$ cat config.mk
export PLATFORM = sky130hd
export DESIGN_NAME = flh_ctrl
export DESIGN_NICKNAME = d
export VERILOG_FILES = /design/src/core/flh_bus_cycle.v /design/src/core/flh_ctrl.v
export VERILOG_INCLUDE_DIRS = /design/src /design/src/shared
export SDC_FILE = /design/constraint.sdc
export NUM_CORES = 1
export LEC_CHECK = 0
export ABC_AREA = 1
export CAP_MARGIN = 20
export CORE_MARGIN = 2
export CORE_UTILIZATION = 60
export CTS_BUF_LIST = sky130_fd_sc_hd__clkbuf_4
export CTS_CLUSTER_DIAMETER = 80
export DETAILED_ROUTE_END_ITERATION = 10
export DONT_BUFFER_PORTS = 1
export GPL_TIMING_DRIVEN = 0
export PLACE_DENSITY = 0.73
export SYNTH_ARGS = -nofsm -noshare
export SYNTH_HDL_FRONTEND = slang
export SYNTH_SLANG_ARGS = --single-unit
export TNS_END_PERCENT = 100
$ cat constraint.sdc
create_clock -name clk -period 2.3 [get_ports clk]
set_input_delay 0.23 -clock clk [delete_from_list [all_inputs] [get_ports clk]]
set_output_delay 0.23 -clock clk [all_outputs]
set_load 0.05 [all_outputs]
$ cat src/shared/flh_defs.vh
/*
 * Constants for the parallel flash host controller: command codes, unlock
 * addresses, status bit positions and timing counts.
 * Assumes a 20 MHz system clock and a flash answering within 90 ns.
 */
`ifndef FLH_DEFS_VH
`define FLH_DEFS_VH

// User operation codes
`define FLH_OP_READ      4'h0
`define FLH_OP_RESET     4'h1
`define FLH_OP_IDENT     4'h2
`define FLH_OP_PROG      4'h3
`define FLH_OP_BERASE    4'h4
`define FLH_OP_CERASE    4'h5
`define FLH_OP_ADDBLK    4'h6
`define FLH_OP_SUSPEND   4'h7
`define FLH_OP_RESUME    4'h8

// Command data
`define FLH_D_UNLOCK1    16'h00AA
`define FLH_D_UNLOCK2    16'h0055
`define FLH_D_RESET      16'h00F0
`define FLH_D_IDENT      16'h0090
`define FLH_D_PROG       16'h00A0
`define FLH_D_SETUP_ER   16'h0080
`define FLH_D_BLK_ER     16'h0030
`define FLH_D_CHIP_ER    16'h0010
`define FLH_D_SUSPEND    16'h00B0

// Unlock addresses, byte and word configuration
`define FLH_A_U1_BYTE    19'h0AAAA
`define FLH_A_U2_BYTE    19'h05555
`define FLH_A_U1_WORD    19'h05555
`define FLH_A_U2_WORD    19'h02AAA

// Status bit positions and reserved mask
`define FLH_B_POLL       7
`define FLH_B_TOGGLE     6
`define FLH_B_FAIL       5
`define FLH_B_WINDOW     3
`define FLH_STAT_MASK    16'hFFEC

// Write sequence steps
`define FLH_STEP_SINGLE  3'h7
`define FLH_STEP_PROG    3'h3
`define FLH_STEP_ERASE   3'h5
`define FLH_STEP_IDENT   3'h2

// Bus cycle timing
`define FLH_RD_SAMPLE    3'h6
`define FLH_WR_RELEASE   3'h2

// Wait after reset during erase
`define FLH_CLK_NS       50
`define FLH_T_RST_NS     10000
`define FLH_RST_WAIT_CYC ((`FLH_T_RST_NS + `FLH_CLK_NS - 1) / `FLH_CLK_NS)

`endif

$ cat src/core/flh_bus_cycle.v
/*
 * One asynchronous flash bus cycle, read or write, from registered pins.
 * Assumes the caller pulses start only while done paths are idle; data
 * input arrives from the pin and is synchronised here.
 */
`include "flh_defs.vh"

module flh_bus_cycle (
  input  wire        clk,
  input  wire        rst,
  input  wire        start,
  input  wire        wr,
  input  wire [18:0] addr,
  input  wire [15:0] wdata,
  output reg         done_r,
  output reg  [15:0] rdata_r,
  output reg         fl_ce_n_r,
  output reg         fl_oe_n_r,
  output reg         fl_we_n_r,
  output reg  [18:0] fl_addr_r,
  output reg  [15:0] fl_dq_o_r,
  output reg         fl_dq_oe_r,
  input  wire [15:0] fl_dq_i
);

  reg        busy_r;
  reg        wr_r;
  reg [2:0]  cnt_r;
  reg [15:0] dq_s1_r;
  reg [15:0] dq_s2_r;

  always @(posedge clk) begin
    dq_s1_r <= fl_dq_i;
    dq_s2_r <= dq_s1_r;
  end

  always @(posedge clk) begin
    if (rst) begin
      busy_r     <= 1'b0;
      wr_r       <= 1'b0;
      cnt_r      <= 3'h0;
      done_r     <= 1'b0;
      rdata_r    <= 16'h0000;
      fl_ce_n_r  <= 1'b1;
      fl_oe_n_r  <= 1'b1;
      fl_we_n_r  <= 1'b1;
      fl_addr_r  <= 19'h00000;
      fl_dq_o_r  <= 16'h0000;
      fl_dq_oe_r <= 1'b0;
    end else begin
      done_r <= 1'b0;
      if (!busy_r) begin
        if (start) begin
          busy_r     <= 1'b1;
          wr_r       <= wr;
          cnt_r      <= 3'h0;
          fl_ce_n_r  <= 1'b0;
          fl_addr_r  <= addr;
          fl_dq_o_r  <= wdata;
          fl_dq_oe_r <= wr;
        end
      end else begin
        cnt_r <= cnt_r + 3'h1;
        if (wr_r) begin
          if (cnt_r == 3'h0)
            fl_we_n_r <= 1'b0;
          else if (cnt_r == 3'h1)
            fl_we_n_r <= 1'b1;
          else if (cnt_r == `FLH_WR_RELEASE) begin
            fl_ce_n_r  <= 1'b1;
            fl_dq_oe_r <= 1'b0;
            busy_r     <= 1'b0;
            done_r     <= 1'b1;
          end
        end else begin
          // Each read is a fresh chip-select and output-strobe pulse
          if (cnt_r == 3'h0)
            fl_oe_n_r <= 1'b0;
          else if (cnt_r == `FLH_RD_SAMPLE) begin
            rdata_r   <= dq_s2_r;
            fl_oe_n_r <= 1'b1;
            fl_ce_n_r <= 1'b1;
            busy_r    <= 1'b0;
            done_r    <= 1'b1;
          end
        end
      end
    end
  end

endmodule

$ cat src/core/flh_ctrl.v
/*
 * Host controller for an asynchronous parallel flash: issues unlock and
 * command sequences, reads, and polls the status toggle bits.
 * Assumes a flash on the pins and a user issuing one order at a time.
 */
// Summary of operation
// - Add blocks only while erase-window flag low
// - Poll at programmed address after command
// - Toggle flag flips each read while busy
// - First unlock: AAh to first unlock address
// - Second unlock: 55h to second address
// - Wait 10us after reset during erase
// - Host masks reserved status bits 0,1,4
`include "flh_defs.vh"

module flh_ctrl (
  input  wire        clk,
  input  wire        rst,
  input  wire        cmd_valid,
  input  wire [3:0]  cmd_op,
  input  wire [18:0] cmd_addr,
  input  wire [15:0] cmd_data,
  input  wire        cmd_nopoll,
  input  wire        byte_mode,
  output reg         cmd_ready_r,
  output reg         rsp_valid_r,
  output reg  [15:0] rsp_data_r,
  output reg         rsp_fail_r,
  output reg         rsp_refused_r,
  output reg         erase_active_r,
  output reg         fl_byte_n_r,
  output wire        fl_ce_n,
  output wire        fl_oe_n,
  output wire        fl_we_n,
  output wire [18:0] fl_addr,
  output wire [15:0] fl_dq_o,
  output wire        fl_dq_oe,
  input  wire [15:0] fl_dq_i
);

  localparam [5:0] S_IDLE = 6'h01;
  localparam [5:0] S_WR   = 6'h02;
  localparam [5:0] S_RD   = 6'h04;
  localparam [5:0] S_POLL = 6'h08;
  localparam [5:0] S_WAIT = 6'h10;
  localparam [5:0] S_DONE = 6'h20;

  localparam integer RST_WAIT_I = `FLH_RST_WAIT_CYC;
  localparam [7:0]   RST_WAIT   = RST_WAIT_I[7:0];

  reg [5:0]  state_r;
  reg [3:0]  op_r;
  reg [18:0] addr_r;
  reg [15:0] data_r;
  reg        nopoll_r;
  reg [2:0]  step_r;
  reg        issued_r;
  reg        start_r;
  reg        wr_r;
  reg        pair_r;
  reg        fail_chk_r;
  reg [15:0] prev_r;
  reg [7:0]  wait_r;
  reg [18:0] w_addr;
  reg [15:0] w_data;
  reg [2:0]  last_step;
  reg [18:0] u1;
  reg [18:0] u2;
  wire       cyc_done;
  wire [15:0] cyc_rdata;
  wire [15:0] stat;

  assign stat = cyc_rdata & `FLH_STAT_MASK;

  flh_bus_cycle u_cyc (
    .clk        (clk),
    .rst        (rst),
    .start      (start_r),
    .wr         (wr_r),
    .addr       (wr_r ? w_addr : addr_r),
    .wdata      (w_data),
    .done_r     (cyc_done),
    .rdata_r    (cyc_rdata),
    .fl_ce_n_r  (fl_ce_n),
    .fl_oe_n_r  (fl_oe_n),
    .fl_we_n_r  (fl_we_n),
    .fl_addr_r  (fl_addr),
    .fl_dq_o_r  (fl_dq_o),
    .fl_dq_oe_r (fl_dq_oe),
    .fl_dq_i    (fl_dq_i)
  );

  // Write sequence table; unlock-address steps keep upper address bits zero, addr_r steps do not
  always @* begin
    u1 = fl_byte_n_r ? `FLH_A_U1_WORD : `FLH_A_U1_BYTE;
    u2 = fl_byte_n_r ? `FLH_A_U2_WORD : `FLH_A_U2_BYTE;
    w_addr = u1;
    w_data = `FLH_D_UNLOCK1;
    case (step_r)
      3'h0: begin
        w_addr = u1;
        w_data = `FLH_D_UNLOCK1;
      end
      3'h1: begin
        w_addr = u2;
        w_data = `FLH_D_UNLOCK2;
      end
      3'h2: begin
        w_addr = u1;
        if (op_r == `FLH_OP_PROG)
          w_data = `FLH_D_PROG;
        else if (op_r == `FLH_OP_IDENT)
          w_data = `FLH_D_IDENT;
        else
          w_data = `FLH_D_SETUP_ER;
      end
      3'h3: begin
        if (op_r == `FLH_OP_PROG) begin
          w_addr = addr_r;
          w_data = data_r;
        end else begin
          w_addr = u1;
          w_data = `FLH_D_UNLOCK1;
        end
      end
      3'h4: begin
        w_addr = u2;
        w_data = `FLH_D_UNLOCK2;
      end
      3'h5: begin
        if (op_r == `FLH_OP_CERASE) begin
          w_addr = u1;
          w_data = `FLH_D_CHIP_ER;
        end else begin
          w_addr = addr_r;
          w_data = `FLH_D_BLK_ER;
        end
      end
      3'h7: begin
        w_addr = addr_r;
        if (op_r == `FLH_OP_RESET)
          w_data = `FLH_D_RESET;
        else if (op_r == `FLH_OP_SUSPEND)
          w_data = `FLH_D_SUSPEND;
        else
          w_data = `FLH_D_BLK_ER;
      end
      default: begin
        w_addr = u1;
        w_data = `FLH_D_UNLOCK1;
      end
    endcase
    case (op_r)
      `FLH_OP_PROG:   last_step = `FLH_STEP_PROG;
      `FLH_OP_BERASE: last_step = `FLH_STEP_ERASE;
      `FLH_OP_CERASE: last_step = `FLH_STEP_ERASE;
      `FLH_OP_IDENT:  last_step = `FLH_STEP_IDENT;
      default:        last_step = `FLH_STEP_SINGLE;
    endcase
  end

  always @(posedge clk) begin
    if (rst) begin
      state_r        <= S_IDLE;
      op_r           <= `FLH_OP_READ;
      addr_r         <= 19'h00000;
      data_r         <= 16'h0000;
      nopoll_r       <= 1'b0;
      step_r         <= 3'h0;
      issued_r       <= 1'b0;
      start_r        <= 1'b0;
      wr_r           <= 1'b0;
      pair_r         <= 1'b0;
      fail_chk_r     <= 1'b0;
      prev_r         <= 16'h0000;
      wait_r         <= 8'h00;
      cmd_ready_r    <= 1'b1;
      rsp_valid_r    <= 1'b0;
      rsp_data_r     <= 16'h0000;
      rsp_fail_r     <= 1'b0;
      rsp_refused_r  <= 1'b0;
      erase_active_r <= 1'b0;
      fl_byte_n_r    <= 1'b1;
    end else begin
      start_r     <= 1'b0;
      rsp_valid_r <= 1'b0;
      case (state_r)
        S_IDLE: begin
          if (cmd_valid) begin
            cmd_ready_r   <= 1'b0;
            op_r          <= cmd_op;
            addr_r        <= cmd_addr;
            data_r        <= cmd_data;
            nopoll_r      <= cmd_nopoll;
            fl_byte_n_r   <= ~byte_mode;
            issued_r      <= 1'b0;
            pair_r        <= 1'b0;
            fail_chk_r    <= 1'b0;
            rsp_fail_r    <= 1'b0;
            rsp_refused_r <= 1'b0;
            if (cmd_op == `FLH_OP_READ || cmd_op == `FLH_OP_ADDBLK)
              state_r <= S_RD;
            else begin
              state_r <= S_WR;
              if (cmd_op == `FLH_OP_PROG || cmd_op == `FLH_OP_BERASE ||
                  cmd_op == `FLH_OP_CERASE || cmd_op == `FLH_OP_IDENT)
                step_r <= 3'h0;
              else
                step_r <= `FLH_STEP_SINGLE;
            end
          end
        end
        S_WR: begin
          if (!issued_r) begin
            issued_r <= 1'b1;
            start_r  <= 1'b1;
            wr_r     <= 1'b1;
          end else if (cyc_done) begin
            issued_r <= 1'b0;
            if (step_r != last_step)
              step_r <= step_r + 3'h1;
            else begin
              if (op_r == `FLH_OP_BERASE || op_r == `FLH_OP_CERASE)
                erase_active_r <= 1'b1;
              if (op_r == `FLH_OP_IDENT)
                state_r <= S_RD;
              else if ((op_r == `FLH_OP_PROG || op_r == `FLH_OP_BERASE ||
                        op_r == `FLH_OP_CERASE || op_r == `FLH_OP_RESUME) &&
                       !nopoll_r)
                state_r <= S_POLL;
              else if (op_r == `FLH_OP_RESET && erase_active_r) begin
                wait_r  <= 8'h00;
                state_r <= S_WAIT;
              end else
                state_r <= S_DONE;
            end
          end
        end
        S_RD: begin
          if (!issued_r) begin
            issued_r <= 1'b1;
            start_r  <= 1'b1;
            wr_r     <= 1'b0;
          end else if (cyc_done) begin
            issued_r   <= 1'b0;
            rsp_data_r <= (op_r == `FLH_OP_ADDBLK) ? stat : cyc_rdata;
            if (op_r == `FLH_OP_ADDBLK) begin
              if (!cyc_rdata[`FLH_B_WINDOW]) begin
                step_r  <= `FLH_STEP_SINGLE;
                state_r <= S_WR;
              end else begin
                rsp_refused_r <= 1'b1;
                state_r       <= S_DONE;
              end
            end else
              state_r <= S_DONE;
          end
        end
        S_POLL: begin
          // Two reads in a row; equal toggle bits mean the operation ended
          if (!issued_r) begin
            issued_r <= 1'b1;
            start_r  <= 1'b1;
            wr_r     <= 1'b0;
          end else if (cyc_done) begin
            issued_r <= 1'b0;
            if (!pair_r) begin
              prev_r <= stat;
              pair_r <= 1'b1;
            end else begin
              pair_r     <= 1'b0;
              rsp_data_r <= stat;
              if (prev_r[`FLH_B_TOGGLE] == stat[`FLH_B_TOGGLE]) begin
                erase_active_r <= 1'b0;
                state_r        <= S_DONE;
              end else if (fail_chk_r) begin
                rsp_fail_r     <= 1'b1;
                erase_active_r <= 1'b0;
                state_r        <= S_DONE;
              end else if (stat[`FLH_B_FAIL])
                fail_chk_r <= 1'b1;
            end
          end
        end
        S_WAIT: begin
          wait_r <= wait_r + 8'h01;
          if (wait_r == RST_WAIT - 8'h01) begin
            erase_active_r <= 1'b0;
            state_r        <= S_DONE;
          end
        end
        S_DONE: begin
          rsp_valid_r <= 1'b1;
          cmd_ready_r <= 1'b1;
          state_r     <= S_IDLE;
        end
        default: begin
          state_r     <= S_IDLE;
          cmd_ready_r <= 1'b1;
        end
      endcase
    end
  end

endmodule

==> results.toml <==
[status]
outcome = "finished clean"

[worst_setup_path]
crit_fanout = 9
timing.rr.end = "u_cyc.fl_addr_r[14]$_SDFFE_PP0P_"
crit_path_end_kind = "flip-flop"
reg2reg_from = "step_r[0]$_SDFFE_PP0P_"
critPathKind = "flip-flop to flip-flop"
crit_path_top_delay_cell = "dfxtp_2"
critPathMaxStageDelay_ns = 0.38
worstRegToRegCells = 10
crit_path_start_kind = "flip-flop"
crit_chain = "ha_1, ha_1, clkbuf_2, inv_1, nand4_1, buf_4, o21ai_0, inv_1, o21ai_0, a21oi_1"
cp.arrival_ns = 2.76
regToRegSetupSlack_ns = 0.03
required_ns = 2.79

[place]
io_buffers = 0
dp_hpwl_mm = 13.75
place_area_um2 = 7548
gp_congestion = 0.9408
dp.cells = 1123

[floorplan]
die_h_um = 114.8
initial_utilization_pct = 61.31
die_x_um = 114.8
die-area_um2 = 13180
coreArea_um2 = 12010
ios = 121
rows = 40

[routing]
via_count = 6837
routedWlPerCell_um = 16.75
dr.pass1.iters = 6
postRouteWirelength_mm = 20.39
routed_via_density = 5.618
drt_iter0_markers = 633
ant_nets = 0
drc = 0

[timing]
worstMarginPinSlew_ns = 0.7644
fmaxAchievable_mhz = 439.8
hold_viol = 0
relSlewSlack_pct = 49.04
finalCriticalPeriod_ns = 2.274
drv_slew = 0
hold_ws_ns = 0.1255
finClkSkew_ns = 0.02322
fin_crit_sh_pct = 98.87
setup_viol = 0

[cells_and_area]
drive_gt1_share_pct = 8.793
area_delta_synth_final_pct = 14.92
fin_area_um2 = 8463
fin_nets = 1127
instances_no_fill = 1217

[pwr]
powerDensity_nw_per_um2 = 1057
p_leak_nw = 3.555
vdd_drop_max_mv = 0.7779

[global_route]
grt_start_max_net_pins = 19
grt_pass1_wl_mm = 31.90
grt_util_all_layers_pct = 31.36
grt_pass1_vias = 6307
grt_overflow_total = 0
antenna_found_initial = 1

[yosys]
synth_compound_area_share_pct = 17.36
muxShareOfSynthArea_pct = 0
synthCells = 976
synth-edff-count = 0
postSynthNetCount = 1047
yosysWarnings = 0
syn_area_um2 = 7365
syn_avg_cell_area_um2 = 7.546
yosys.area_share.simple_pct = 24.58
synth-xor-area-share_pct = 0
synth_seq_cells = 178
synthArstFlopShare_pct = 0
synthFlopType = "dfxtp_1"
synth_top_family_by_area = "simple AND/OR/NAND/NOR gates"
synthAdderAreaFrac_pct = 1.869
yosysUniqueCellTypes = 37
ys_seq_area_share_pct = 48.39

[clock_network]
h-tree-depth = 4
clk_path_buf_depth = 2
numCtsBuffers = 17
clk_pin_slew_ns = 0.16
root_buffer = "clkbuf_4"
clock-sinks = 178
clk_latency_ns = 0.59
cts_tree = "built"

[run]
cap_violations = 0

[hold_path]
hold_path_startpoint = "cmd_op[1]"
min_to = "step_r[2]$_SDFFE_PP0P_"
min-delay-path-class = "input pin to flip-flop"
whs_path_depth = 7
==> layout by cell type (no fill, tap or decap), types with 2 or more instances in the layout <==
cell type      instances
dfxtp_1              175
inv_2                  7
nand2_1              154
a41oi_1                2
inv_6                  5
clkbuf_1              22
o211ai_1               3
nand4_1               12
nand3_1               71
nor3_1                 6
nand3b_1               2
dfxtp_2                3
nor2_1               118
ha_1                  11
buf_6                  2
o21ai_0              118
o21ai_1                7
nand2_2                4
nand3_2                9
nor4_1                 2
inv_1                 98
nor2_4                 7
inv_8                  4
a21oi_1              101
clkbuf_4              18
nor2_2                 8
clkinv_8               2
a211oi_1               3
a31oi_1                7
buf_4                  4
dlygate4sd3_1         58
or2_2                  2
buf_2                 11
==> cells in the mapped netlist (2+ instances only) <==
library cell  instances  area [um^2]
a21oi_1             101        505.5
inv_1                98        367.9
dfxtp_1             178         3563
a211oi_1              3        22.52
buf_2                11        55.05
nor2_1              118        442.9
a31oi_1               7        43.79
inv_2                 7        26.28
o21ai_1               6        30.03
nor3_1                6        30.03
o21ai_0             119        595.6
nor2_2                8        50.05
or2_2                 2        12.51
nand3b_1              2        15.01
nand3_1              72        360.4
a41oi_1               2        17.52
o211ai_1              3        22.52
nand4_1              12        75.07
buf_6                 2        22.52
clkbuf_1             22        82.58
nor4_1                2        12.51
nand2_2               4        25.02
ha_1                 11        137.6
nand2_1             154        578.1
nor2_4                7        78.83
nand3_2               8        80.08
==> routing by layer <==
| layer | track usage [%] | vias up | part of all wire [%] |
|---|---|---|---|
| li1 | - | 3381 | - |
| met1 | 41.83 | 3121 | 43 |
| met2 | 48.21 | 281 | 45 |
| met3 | 9.647 | 54 | 9.3 |
| met4 | 11.89 | 0 | 3.0 |
| met5 | 0 | - | 0 |
==> kinds of logic (layout without fill, tap and decap cells) <==
family | after synthesis | count (layout)
simple gates | 398 | 398
compound gates | 245 | 245
flops | 178 | 178
buf+inv | 144 | 237
fa+ha+maj | 11 | 11
other cells | 0 | 1
==> stage by stage <==
step / setup TNS (ns) / setup WS [ns] / power, mW / util [%]
after floorplan: 0 / 0.5457 / 6.203 / -
after global placement: 0 / 0.06096 / 6.854 / 62.84
after detailed placement: 0 / 0.04695 / 6.885 / 62.84
after CTS: 0 / 0.005603 / 8.766 / 70.18
after global routing: -0.1162 / -0.05047 / 9.463 / 70.46
final: 0 / 0.02610 / 8.943 / 70.46
==> sequential cells by signal, summed over array words and instances, names as in the netlist, 3 cells and up <==
signal           count
u_cyc.dq_s1_r       16
wait_r               8
u_cyc.cnt_r          3
state_r              6
u_cyc.fl_addr_r     19
op_r                 4
step_r               3
u_cyc.dq_s2_r       16
u_cyc.fl_dq_o_r     16
rsp_data_r          16
data_r              16
addr_r              19
u_cyc.rdata_r       16
==> how the worst max path moves through the flow <==
stage	from	end	slack (ns)	depth (start not counted)
3_3_place_gp	step_r[2]$_SDFFE_PP0P_	u_cyc.fl_addr_r[10]$_SDFFE_PP0P_	0.06	10
2_1_floorplan	step_r[0]$_SDFFE_PP0P_	u_cyc.fl_addr_r[0]$_SDFFE_PP0P_	0.55	10
5_1_grt	step_r[0]$_SDFFE_PP0P_	u_cyc.fl_addr_r[14]$_SDFFE_PP0P_	-0.05	10
6_report	step_r[0]$_SDFFE_PP0P_	u_cyc.fl_addr_r[14]$_SDFFE_PP0P_	0.03	10
3_5_place_dp	step_r[2]$_SDFFE_PP0P_	u_cyc.fl_addr_r[10]$_SDFFE_PP0P_	0.05	10
4_1_cts	step_r[2]$_SDFFE_PP0P_	u_cyc.fl_addr_r[10]$_SDFFE_PP0P_	0.006	10
==> power breakdown <==
part           internal, mW  switching, mW  total, mW
registers              3.53          0.682       4.21
clock network         0.613           1.22       1.83
logic                 0.965           1.94       2.90
total                  5.11           3.83       8.94
==> cell type report <==
type                       count  area [um^2]
clock inverter                14        165.2
inverter                     106        397.9
clock buffer                  18        135.1
fill                        1014         3548
buffer                        38        176.4
antenna                        1        2.502
tap                          147        183.9
timing repair buffer          61        603.1
sequential                   178         3567
multi-input combinational    654         3232
==> critical path, delay by kind of cell, from the launching register on <==
family / cells / cell delay [ns]
and+or+nand+nor: 1 / 0.26
AOI/OAI and AO/OA: 3 / 0.39
buffers and inverters: 4 / 0.73
adders and majority gates: 2 / 0.41
DFF: 1 / 0.38
==> timing repair <==
item / 4_1_cts / 5_1_grt
hold buffers: 58 / 0
hold endpoints to repair: 58 / 0
gates resized for setup: 0 / 5
setup endpoints to repair: 0 / 26
buffers inserted: 0 / 3
No activity file was read; power rests on OpenSTA's default activity.
